===== src/hw/tick_tree_map.vh =====
/*
  Offsets, field positions, reset values and timing figures of the control
  tick tree. Assumes inclusion by bare name from the design module.
*/
`ifndef TICK_TREE_MAP_VH
`define TICK_TREE_MAP_VH

// Register word offsets (byte address = offset)
`define REG_CTRL        8'h00
`define REG_PWM_PERIOD  8'h04
`define REG_PRESCALE    8'h08
`define REG_EVENT_TRIGGER_PRESCALE_RATIO  8'h0c
`define REG_ISR_CTRL    8'h10
`define REG_CTRL_CUR    8'h14
`define REG_CTRL_EST    8'h18
`define REG_CTRL_SPD    8'h1c
`define REG_CTRL_TRJ    8'h20
`define REG_STATUS      8'h24
`define REG_MASK        8'h28
`define REG_COUNTS      8'h2c

// Control register fields
`define CTRL_RUN_BIT    0
`define CTRL_ALT_BIT    1

// Status / mask bit positions
`define EV_PWM          0
`define EV_SOC          1
`define EV_ISR          2
`define EV_CTRL         3
`define EV_CUR          4
`define EV_EST          5
`define EV_SPD          6
`define EV_TRJ          7
`define EV_OVERRUN      8
`define EV_BADRATIO     9
`define EV_WIDTH        10

// Reset values
`define RST_PRESCALE    16'h0001
`define RST_PERIOD      16'h0959
`define RST_EVENT_TRIGGER_PRESCALE        2'h1
`define RST_ISR_CTRL    16'h0001
`define RST_CTRL_CUR    16'h0001
`define RST_CTRL_EST    16'h0001
`define RST_CTRL_SPD    16'h000a
`define RST_CTRL_TRJ    16'h000a

// Root clock figures, MHz
`define ROOT_FAST_MHZ   90
`define ROOT_SLOW_MHZ   60

`endif


===== src/hw/control_tick_decimator.v =====
/*
  Control tick decimator: prescaled PWM time base, event-trigger prescaler
  starting conversions, interrupt tick on end of conversion, and cascaded
  controller, current, estimator, speed and trajectory tick dividers, with
  a plain register port and a sticky-status interrupt.
  Assumes CLK is the root clock and all inputs are synchronous to it.
*/
`include "tick_tree_map.vh"

module control_tick_decimator #(
  parameter CLK_MHZ = `ROOT_FAST_MHZ,
  parameter W = 16
) (
  input wire CLK,
  input wire RST_B,
  input wire [7:0] ADDR,
  input wire [31:0] WDATA,
  input wire WR,
  input wire RD,
  output reg [31:0] RDATA,
  input wire EOC,
  input wire ALT_IRQ,
  input wire ISR_DONE,
  output reg SOC,
  output reg PWM_EVENT,
  output reg ISR_TICK,
  output reg CTRL_TICK,
  output reg CURRENT_TICK,
  output reg EST_TICK,
  output reg SPEED_TICK,
  output reg TRAJ_TICK,
  output reg IRQ
);

  // Root clock is OK at the fast rate or at any rate up to the slow one
  localparam ROOT_OK = (CLK_MHZ == `ROOT_FAST_MHZ) || (CLK_MHZ <= `ROOT_SLOW_MHZ);

  // Divider step: count up, wrap at ratio; ratio 0 treated as 1
  function [W:0] div_step;
    input [W-1:0] cnt;
    input [W-1:0] ratio;
    input en;
    begin
      div_step = {1'b0, cnt};
      if (en) begin
        if (cnt + 1'b1 >= ratio || ratio == {W{1'b0}})
          div_step = {1'b1, {W{1'b0}}};
        else
          div_step = {1'b0, cnt + 1'b1};
      end
    end
  endfunction

  reg run;
  reg use_alt;
  reg [W-1:0] pwm_period_value;
  reg [W-1:0] prescale;
  reg [1:0] event_trigger_prescale;
  reg [W-1:0] isr_to_control_ratio;
  reg [W-1:0] control_to_current_ratio;
  reg [W-1:0] control_to_estimator_ratio;
  reg [W-1:0] control_to_speed_ratio;
  reg [W-1:0] control_to_trajectory_ratio;
  reg [`EV_WIDTH-1:0] status;
  reg [`EV_WIDTH-1:0] mask;

  reg [W-1:0] pre_cnt;
  reg [W-1:0] tb_cnt;
  reg [1:0] et_cnt;
  reg [W-1:0] isr_cnt;
  reg [W-1:0] cur_cnt;
  reg [W-1:0] est_cnt;
  reg [W-1:0] spd_cnt;
  reg [W-1:0] trj_cnt;
  reg busy;
  reg [7:0] ctrl_count;

  wire [W:0] next_pre = div_step(pre_cnt, prescale, run);
  wire tb_en = next_pre[W];
  wire [W:0] next_tb = div_step(tb_cnt, pwm_period_value, tb_en);
  wire pwm_ev = next_tb[W];
  wire event_trigger_prescale_ok = (event_trigger_prescale != 2'h0);
  wire [W:0] next_et = div_step({{(W-2){1'b0}}, et_cnt},
    {{(W-2){1'b0}}, event_trigger_prescale}, pwm_ev && event_trigger_prescale_ok);
  wire soc_ev = next_et[W] && !use_alt;
  wire isr_ev = run && (use_alt ? ALT_IRQ : EOC);
  wire [W:0] next_isr = div_step(isr_cnt, isr_to_control_ratio, isr_ev);
  wire ctrl_ev = next_isr[W];
  wire [W:0] next_cur = div_step(cur_cnt, control_to_current_ratio, ctrl_ev);
  wire [W:0] next_est = div_step(est_cnt, control_to_estimator_ratio, ctrl_ev);
  wire [W:0] next_spd = div_step(spd_cnt, control_to_speed_ratio, ctrl_ev);
  wire [W:0] next_trj = div_step(trj_cnt, control_to_trajectory_ratio, ctrl_ev);
  // Tick arriving while host still busy means lost samples
  wire overrun_ev = isr_ev && busy && !ISR_DONE;
  wire badratio_ev = WR && (ADDR == `REG_EVENT_TRIGGER_PRESCALE_RATIO) && (WDATA[1:0] == 2'h0);

  wire [`EV_WIDTH-1:0] events = {badratio_ev, overrun_ev, next_trj[W], next_spd[W],
    next_est[W], next_cur[W], ctrl_ev, isr_ev, soc_ev, pwm_ev};
  wire status_wr = WR && (ADDR == `REG_STATUS);
  // Set wins over write-one-to-clear
  wire [`EV_WIDTH-1:0] next_status =
    (status & ~(status_wr ? WDATA[`EV_WIDTH-1:0] : {`EV_WIDTH{1'b0}})) | events;

  always @(posedge CLK or negedge RST_B) begin
    if (!RST_B) begin
      run <= 1'b0;
      use_alt <= 1'b0;
      pwm_period_value <= `RST_PERIOD;
      prescale <= `RST_PRESCALE;
      event_trigger_prescale <= `RST_EVENT_TRIGGER_PRESCALE;
      isr_to_control_ratio <= `RST_ISR_CTRL;
      control_to_current_ratio <= `RST_CTRL_CUR;
      control_to_estimator_ratio <= `RST_CTRL_EST;
      control_to_speed_ratio <= `RST_CTRL_SPD;
      control_to_trajectory_ratio <= `RST_CTRL_TRJ;
      mask <= {`EV_WIDTH{1'b0}};
    end else if (WR) begin
      case (ADDR)
        `REG_CTRL: begin
          run <= WDATA[`CTRL_RUN_BIT];
          use_alt <= WDATA[`CTRL_ALT_BIT];
        end
        `REG_PWM_PERIOD: pwm_period_value <= WDATA[W-1:0];
        `REG_PRESCALE: prescale <= WDATA[W-1:0];
        `REG_EVENT_TRIGGER_PRESCALE_RATIO: begin
          // Only 1, 2 or 3 accepted; a zero write is refused
          if (WDATA[1:0] != 2'h0)
            event_trigger_prescale <= WDATA[1:0];
        end
        `REG_ISR_CTRL: isr_to_control_ratio <= WDATA[W-1:0];
        `REG_CTRL_CUR: control_to_current_ratio <= WDATA[W-1:0];
        `REG_CTRL_EST: control_to_estimator_ratio <= WDATA[W-1:0];
        `REG_CTRL_SPD: control_to_speed_ratio <= WDATA[W-1:0];
        `REG_CTRL_TRJ: control_to_trajectory_ratio <= WDATA[W-1:0];
        `REG_MASK: mask <= WDATA[`EV_WIDTH-1:0];
        default: begin
        end
      endcase
    end
  end

  always @(posedge CLK or negedge RST_B) begin
    if (!RST_B) begin
      pre_cnt <= {W{1'b0}};
      tb_cnt <= {W{1'b0}};
      et_cnt <= 2'h0;
      isr_cnt <= {W{1'b0}};
      cur_cnt <= {W{1'b0}};
      est_cnt <= {W{1'b0}};
      spd_cnt <= {W{1'b0}};
      trj_cnt <= {W{1'b0}};
      busy <= 1'b0;
      ctrl_count <= 8'h00;
      status <= {`EV_WIDTH{1'b0}};
      SOC <= 1'b0;
      PWM_EVENT <= 1'b0;
      ISR_TICK <= 1'b0;
      CTRL_TICK <= 1'b0;
      CURRENT_TICK <= 1'b0;
      EST_TICK <= 1'b0;
      SPEED_TICK <= 1'b0;
      TRAJ_TICK <= 1'b0;
      IRQ <= 1'b0;
      RDATA <= 32'h0;
    end else begin
      // Stopping clears the chain so a restart is phase-aligned
      pre_cnt <= run ? next_pre[W-1:0] : {W{1'b0}};
      tb_cnt <= run ? next_tb[W-1:0] : {W{1'b0}};
      et_cnt <= run ? next_et[1:0] : 2'h0;
      isr_cnt <= run ? next_isr[W-1:0] : {W{1'b0}};
      cur_cnt <= run ? next_cur[W-1:0] : {W{1'b0}};
      est_cnt <= run ? next_est[W-1:0] : {W{1'b0}};
      spd_cnt <= run ? next_spd[W-1:0] : {W{1'b0}};
      trj_cnt <= run ? next_trj[W-1:0] : {W{1'b0}};
      busy <= isr_ev | (busy & ~ISR_DONE);
      if (ctrl_ev)
        ctrl_count <= ctrl_count + 8'h01;
      status <= next_status;
      SOC <= soc_ev;
      PWM_EVENT <= pwm_ev;
      ISR_TICK <= isr_ev;
      CTRL_TICK <= ctrl_ev;
      CURRENT_TICK <= next_cur[W];
      EST_TICK <= next_est[W];
      SPEED_TICK <= next_spd[W];
      TRAJ_TICK <= next_trj[W];
      IRQ <= |(next_status & mask);
      RDATA <= 32'h0;
      if (RD) begin
        case (ADDR)
          `REG_CTRL: RDATA <= {30'h0, use_alt, run};
          `REG_PWM_PERIOD: RDATA[W-1:0] <= pwm_period_value;
          `REG_PRESCALE: RDATA[W-1:0] <= prescale;
          `REG_EVENT_TRIGGER_PRESCALE_RATIO: RDATA[1:0] <= event_trigger_prescale;
          `REG_ISR_CTRL: RDATA[W-1:0] <= isr_to_control_ratio;
          `REG_CTRL_CUR: RDATA[W-1:0] <= control_to_current_ratio;
          `REG_CTRL_EST: RDATA[W-1:0] <= control_to_estimator_ratio;
          `REG_CTRL_SPD: RDATA[W-1:0] <= control_to_speed_ratio;
          `REG_CTRL_TRJ: RDATA[W-1:0] <= control_to_trajectory_ratio;
          `REG_STATUS: RDATA[`EV_WIDTH-1:0] <= status;
          `REG_MASK: RDATA[`EV_WIDTH-1:0] <= mask;
          `REG_COUNTS: RDATA <= {ctrl_count, 6'h00, busy, ROOT_OK[0], tb_cnt};
          default: RDATA <= 32'h0;
        endcase
      end
    end
  end

endmodule // control_tick_decimator


===== config.mk =====
export PLATFORM = sky130hd
export DESIGN_NAME = control_tick_decimator
export DESIGN_NICKNAME = d
export VERILOG_FILES = /design/src/hw/control_tick_decimator.v
export VERILOG_INCLUDE_DIRS = /design/src /design/src/hw
export SDC_FILE = /design/constraint.sdc
export NUM_CORES = 1
export LEC_CHECK = 0
export ABC_AREA = 1
export BUFFER_PORTS_ARGS = -buffer_cell sky130_fd_sc_hd__buf_2
export CAP_MARGIN = 30
export CORE_AREA = 10 10 268 270
export CTS_CLUSTER_SIZE = 14
export DETAILED_ROUTE_END_ITERATION = 8
export DIE_AREA = 0 0 278 280
export SLEW_MARGIN = 20
export SYNTH_ARGS = -nofsm -noshare
export SYNTH_HDL_FRONTEND = slang
export SYNTH_SLANG_ARGS = --single-unit

===== constraint.sdc =====
create_clock -name CLK -period 7.2 [get_ports CLK]
set_clock_uncertainty 0.1 [all_clocks]
set_input_delay 1.44 -clock CLK [delete_from_list [all_inputs] [get_ports CLK]]
set_output_delay 1.44 -clock CLK [all_outputs]
set_load 0.01 [all_outputs]

==> metrics.txt <==
# TYPE chip_impl_metric gauge
chip_impl_metric{name="worst-path-buf-inv",unit=""} 2
chip_impl_metric{name="floorplan.core_area",unit="µm²"} 66560
chip_impl_metric{name="path_clk_slew",unit="ns"} 0.06
chip_impl_metric{name="synth_cells",unit=""} 2137
chip_impl_metric{name="grt_start_max_net_pins",unit=""} 136
chip_impl_metric{name="irDropWorstVdd",unit="mV"} 0.1638
chip_impl_metric{name="grt_pass1_vias",unit=""} 13830
chip_impl_metric{name="yosysWarningCount",unit=""} 0
chip_impl_metric{name="cts_num_sinks",unit=""} 294
chip_impl_metric{name="transition_time_of_the_tightest_slew_check_pin",unit="ns"} 0.9749
chip_impl_metric{name="ios",unit=""} 88
chip_impl_info{name="cpMaxStageDelayCell",value="nand2_2"} 1
chip_impl_metric{name="achievable-frequency",unit="MHz"} 216.0
chip_impl_metric{name="numCtsBuffers",unit=""} 36
chip_impl_metric{name="cts_max_level",unit=""} 2
chip_impl_metric{name="static_leakage",unit="µW"} 0.009602
chip_impl_info{name="crit-reg2reg-launch",value="isr_cnt[0]$_DFFE_PN0P_"} 1
chip_impl_metric{name="slowest_delay",unit="ns"} 0.52
chip_impl_info{name="post-synth-top-count-cell",value="nand2_1"} 1
chip_impl_metric{name="post-route-min-period",unit="ns"} 4.629
chip_impl_metric{name="fp.dieH",unit="µm"} 280
chip_impl_metric{name="worstSkewPairLatency",unit="ns"} 0.58
chip_impl_metric{name="route.detailed.vias_per_inst",unit=""} 4.645
chip_impl_metric{name="synthesis.area_per_instance",unit="µm²"} 8.016
chip_impl_metric{name="drt_wl_total",unit="µm"} 51340
chip_impl_metric{name="drv_slew",unit=""} 0
chip_impl_metric{name="headroom_to_the_max_slew_limit",unit=""} 0.3501
chip_impl_info{name="netlist_top_cells_count",value="441 x nand2_1, 401 x inv_1, 279 x dfrtp_1"} 1
chip_impl_info{name="clk_root_buffer_cell",value="clkbuf_16"} 1
chip_impl_metric{name="layout_cell_share_with_drive_strength_beyond_1",unit=""} 0.09505
chip_impl_metric{name="critPathMaxFanout",unit=""} 30
chip_impl_metric{name="footprint_of_the_multi_input_gates",unit="µm²"} 7950
chip_impl_metric{name="iteration_0_drc_markers",unit=""} 1484
chip_impl_metric{name="yosys.area.top_type_share",unit=""} 0.4076
chip_impl_metric{name="synth_sequential_area_ratio",unit=""} 0.4306
chip_impl_metric{name="total_negative_slack",unit="ns"} 0
chip_impl_info{name="hold_path_startpoint",value="control_to_speed_ratio[7]$_DFFE_PN0P_"} 1
chip_impl_info{name="cp_startpoint_kind",value="flip-flop"} 1
chip_impl_metric{name="finalCritPeriodShare",unit=""} 0.6429
chip_impl_metric{name="clock_tree.buffer_depth",unit=""} 3
chip_impl_metric{name="portBuffers",unit=""} 65
chip_impl_metric{name="report.final.hold_viol_count",unit=""} 0
chip_impl_metric{name="seq_power_share",unit=""} 0.435
chip_impl_metric{name="async_flop_share",unit=""} 1.000
chip_impl_metric{name="drt-pass1-iter-count",unit=""} 6
chip_impl_info{name="hold_class",value="flip-flop to flip-flop"} 1
chip_impl_metric{name="power_per_cell_area",unit="nW/µm²"} 208.8
chip_impl_metric{name="wl_per_cell",unit="µm"} 16.60
chip_impl_metric{name="place_ws",unit="ns"} 2.539
chip_impl_info{name="synth.largest_area_cell",value="dfrtp_1"} 1
chip_impl_info{name="critical_path.cell_chain",value="ha_1 -> nand3_1 -> nor2_1 -> nand3_1 -> nor3_2 -> nand3_1 -> nor3_1 -> xor2_1 -> inv_1 -> ha_1 -> nand2_1 -> o21ai_0 -> a21oi_1 -> nand4_2 -> nand2_2 -> nand2_2 -> inv_2 -> a22o_1"} 1
chip_impl_metric{name="sw_frac_of_total",unit=""} 0.2757
chip_impl_metric{name="antenna_cells_inserted",unit=""} 0
chip_impl_metric{name="report.final.setup_viol",unit=""} 0
chip_impl_metric{name="num_vias",unit=""} 14370
chip_impl_info{name="endpoint_worst_hold",value="control_to_speed_ratio[7]$_DFFE_PN0P_"} 1
chip_impl_metric{name="fin_util",unit=""} 0.2945
chip_impl_info{name="critPathCaptureType",value="flip-flop"} 1
chip_impl_metric{name="holdPathStages",unit=""} 2
chip_impl_metric{name="synth_cell_types",unit=""} 51
chip_impl_metric{name="final-seq-area",unit="µm²"} 7376
chip_impl_info{name="worst_r2r_endpoint",value="trj_cnt[5]$_DFFE_PN0P_"} 1
chip_impl_metric{name="cellInternalPower",unit="µW"} 2965
chip_impl_metric{name="place_congestion",unit=""} 0.9091
chip_impl_metric{name="layout_fillers",unit=""} 7163
chip_impl_metric{name="power_frac_clock",unit=""} 0.467
chip_impl_metric{name="drt.antenna.violating_nets",unit=""} 0
chip_impl_info{name="synth_ff_type",value="dfrtp_1"} 1
chip_impl_metric{name="cp_data_required_time",unit="ns"} 7.60
chip_impl_metric{name="global_route.usage.total",unit=""} 0.1295
chip_impl_metric{name="p_total",unit="µW"} 4094
chip_impl_metric{name="power.share.combinational",unit=""} 0.098
chip_impl_metric{name="syn_to_final_growth",unit="%"} 14.45
chip_impl_metric{name="post-dp-hpwl",unit="µm"} 38190
chip_impl_metric{name="cts.repair.resized",unit=""} 0
chip_impl_metric{name="finalNetCount",unit=""} 2362
chip_impl_metric{name="initial_core_util",unit=""} 0.2573
chip_impl_metric{name="cap_violations",unit=""} 0
chip_impl_metric{name="total_switching_power",unit="µW"} 1129
chip_impl_info{name="cts_tree",value="yes"} 1
chip_impl_info{name="cpLargestDelayFamily",value="simple AND/OR/NAND/NOR gates"} 1
chip_impl_info{name="cp_common_cell",value="nand3_1"} 1
chip_impl_info{name="timing_worst_setup_path_type",value="flip-flop to flip-flop"} 1
chip_impl_metric{name="setup_slack",unit="ns"} 2.571
chip_impl_metric{name="dieArea",unit="µm²"} 77840
chip_impl_metric{name="postCtsSetupBuffers",unit=""} 0
chip_impl_info{name="ys_top_cells_by_area",value="dfrtp_1 41%, nand2_1 9.7%, ha_1 9.0%"} 1
chip_impl_metric{name="post-route-drc-count",unit=""} 0
chip_impl_metric{name="cts_hold_repair.buffers",unit=""} 0
chip_impl_metric{name="grt_first_pass_wirelength",unit="µm"} 80110
chip_impl_metric{name="critPathArrivalTime",unit="ns"} 5.02
chip_impl_metric{name="die_width",unit="µm"} 278
chip_impl_metric{name="worst-r2r-setup-slack",unit="ns"} 2.57
chip_impl_metric{name="mappedNetlistArea",unit="µm²"} 17130
chip_impl_info{name="run_status",value="completed"} 1
chip_impl_info{name="grt_setup_unrepaired",value="no"} 1
chip_impl_metric{name="gr-total-overflow",unit=""} 0
chip_impl_metric{name="path_depth_of_the_worst_reg2reg_path",unit=""} 18
chip_impl_metric{name="grt_antenna_before_repair",unit=""} 1
chip_impl_metric{name="floorplan.rows",unit=""} 95
chip_impl_metric{name="yosys_reg_bits",unit=""} 294
chip_impl_metric{name="synth_edf_count",unit=""} 0
==> state kept, by name (all words and copies together) (netlist names), 8 cells and up <==
name	flops
trj_cnt	16
est_cnt	16
ctrl_count	8
spd_cnt	16
cur_cnt	16
control_to_current_ratio	16
control_to_speed_ratio	16
mask	10
control_to_estimator_ratio	16
pwm_period_value	16
control_to_trajectory_ratio	16
status	10
tb_cnt	16
isr_to_control_ratio	16
pre_cnt	16
isr_cnt	16
RDATA	26
prescale	16
==> worst reg2reg max path: stages, from the launching register on <==
cell	delay (ns)
dfrtp_1	0.40
ha_1	0.22
nand3_1	0.12
nor2_1	0.17
nand3_1	0.15
nor3_2	0.19
nand3_1	0.14
nor3_1	0.20
xor2_1	0.21
inv_1	0.06
ha_1	0.26
nand2_1	0.10
o21ai_0	0.09
a21oi_1	0.19
nand4_2	0.31
nand2_2	0.53
nand2_2	0.49
inv_2	0.44
a22o_1	0.20
==> per-stage QoR <==
step	area [µm²]	cells	hold WS (ns)
global route	19610	3093	0.4006
detailed placement	18340	3025	0.3729
global placement	18340	3025	0.3658
finish	19610	3093	0.3840
floorplan	17150	2142	0.3530
CTS	19580	3091	0.3878
==> worst max path at each step <==
stage / slack [ns] / startpoint / endpoint / depth (start not counted)
after floorplan: 3.94 / isr_cnt[0]$_DFFE_PN0P_ / trj_cnt[5]$_DFFE_PN0P_ / 19
after global placement: 2.54 / isr_cnt[0]$_DFFE_PN0P_ / trj_cnt[1]$_DFFE_PN0P_ / 18
after detailed placement: 2.54 / isr_cnt[0]$_DFFE_PN0P_ / est_cnt[14]$_DFFE_PN0P_ / 18
after CTS: 2.54 / isr_cnt[0]$_DFFE_PN0P_ / est_cnt[14]$_DFFE_PN0P_ / 18
after global routing: 2.13 / isr_cnt[0]$_DFFE_PN0P_ / est_cnt[12]$_DFFE_PN0P_ / 18
final: 2.57 / isr_cnt[0]$_DFFE_PN0P_ / trj_cnt[5]$_DFFE_PN0P_ / 18
==> layout by cell type (no fill, tap or decap), types with 5 or more instances in the layout <==
master     count
a21o_1         5
a21oi_1       67
a221oi_1      13
a22o_1         7
buf_2         64
clkbuf_1       6
clkbuf_16     36
clkbuf_8       8
clkinv_2       7
conb_1         6
dfrtp_1      279
dfstp_2       15
ha_1         123
inv_1        401
inv_2          7
nand2_1      441
nand2_2        6
nand3_1       70
nand3_2        6
nand4_1       45
nor2_1       122
nor2_2        10
nor2_4         6
nor3_1        16
nor3_2        13
nor4_1        13
o21ai_0      216
o21ai_1        7
o21bai_1       5
o22ai_1       80
or2_2          5
xor2_1        67
==> kinds of logic (layout without fill, tap and decap cells) <==
logic type	after synthesis	count (layout)	share of synthesized area
AO/OA/AOI/OAI	413	413	0.1348
XOR/XNOR	70	70	0.03710
adder cells (fa/ha/maj)	123	123	0.08984
buffers and inverters	470	548	0.1064
flip-flops	294	294	0.4306
other	1	6	0.0002189
AND/OR/NAND/NOR	766	766	0.2010
==> power by group through the flow <==
stage,Combinational (µW),Clock (µW),Sequential (µW)
4_1_cts,401,1960,1780
2_1_floorplan,251,0,1790
3_3_place_gp,396,0,1810
6_report,401,1910,1780
5_1_grt,455,2040,1790
3_5_place_dp,399,0,1810
==> layout make-up <==
class                           count  area share
Clock buffer                       50     0.05271
Clock inverter                     16     0.01015
Tap cell                          873     0.05571
Timing Repair Buffer               72     0.02119
Multi-Input combinational cell   1378      0.4055
Inverter                          410     0.07856
Sequential cell                   294      0.3762
==> per-layer routing <==
layer  track usage  up-vias  part of all wire
met2        0.1950      487              0.43
met3       0.02786       90             0.083
met4       0.04408        2             0.029
met1        0.1802     6746              0.46
met5             0        -           0.00021
li1              -     7041                 -
Note: power is estimated with default switching activity, not from simulation.
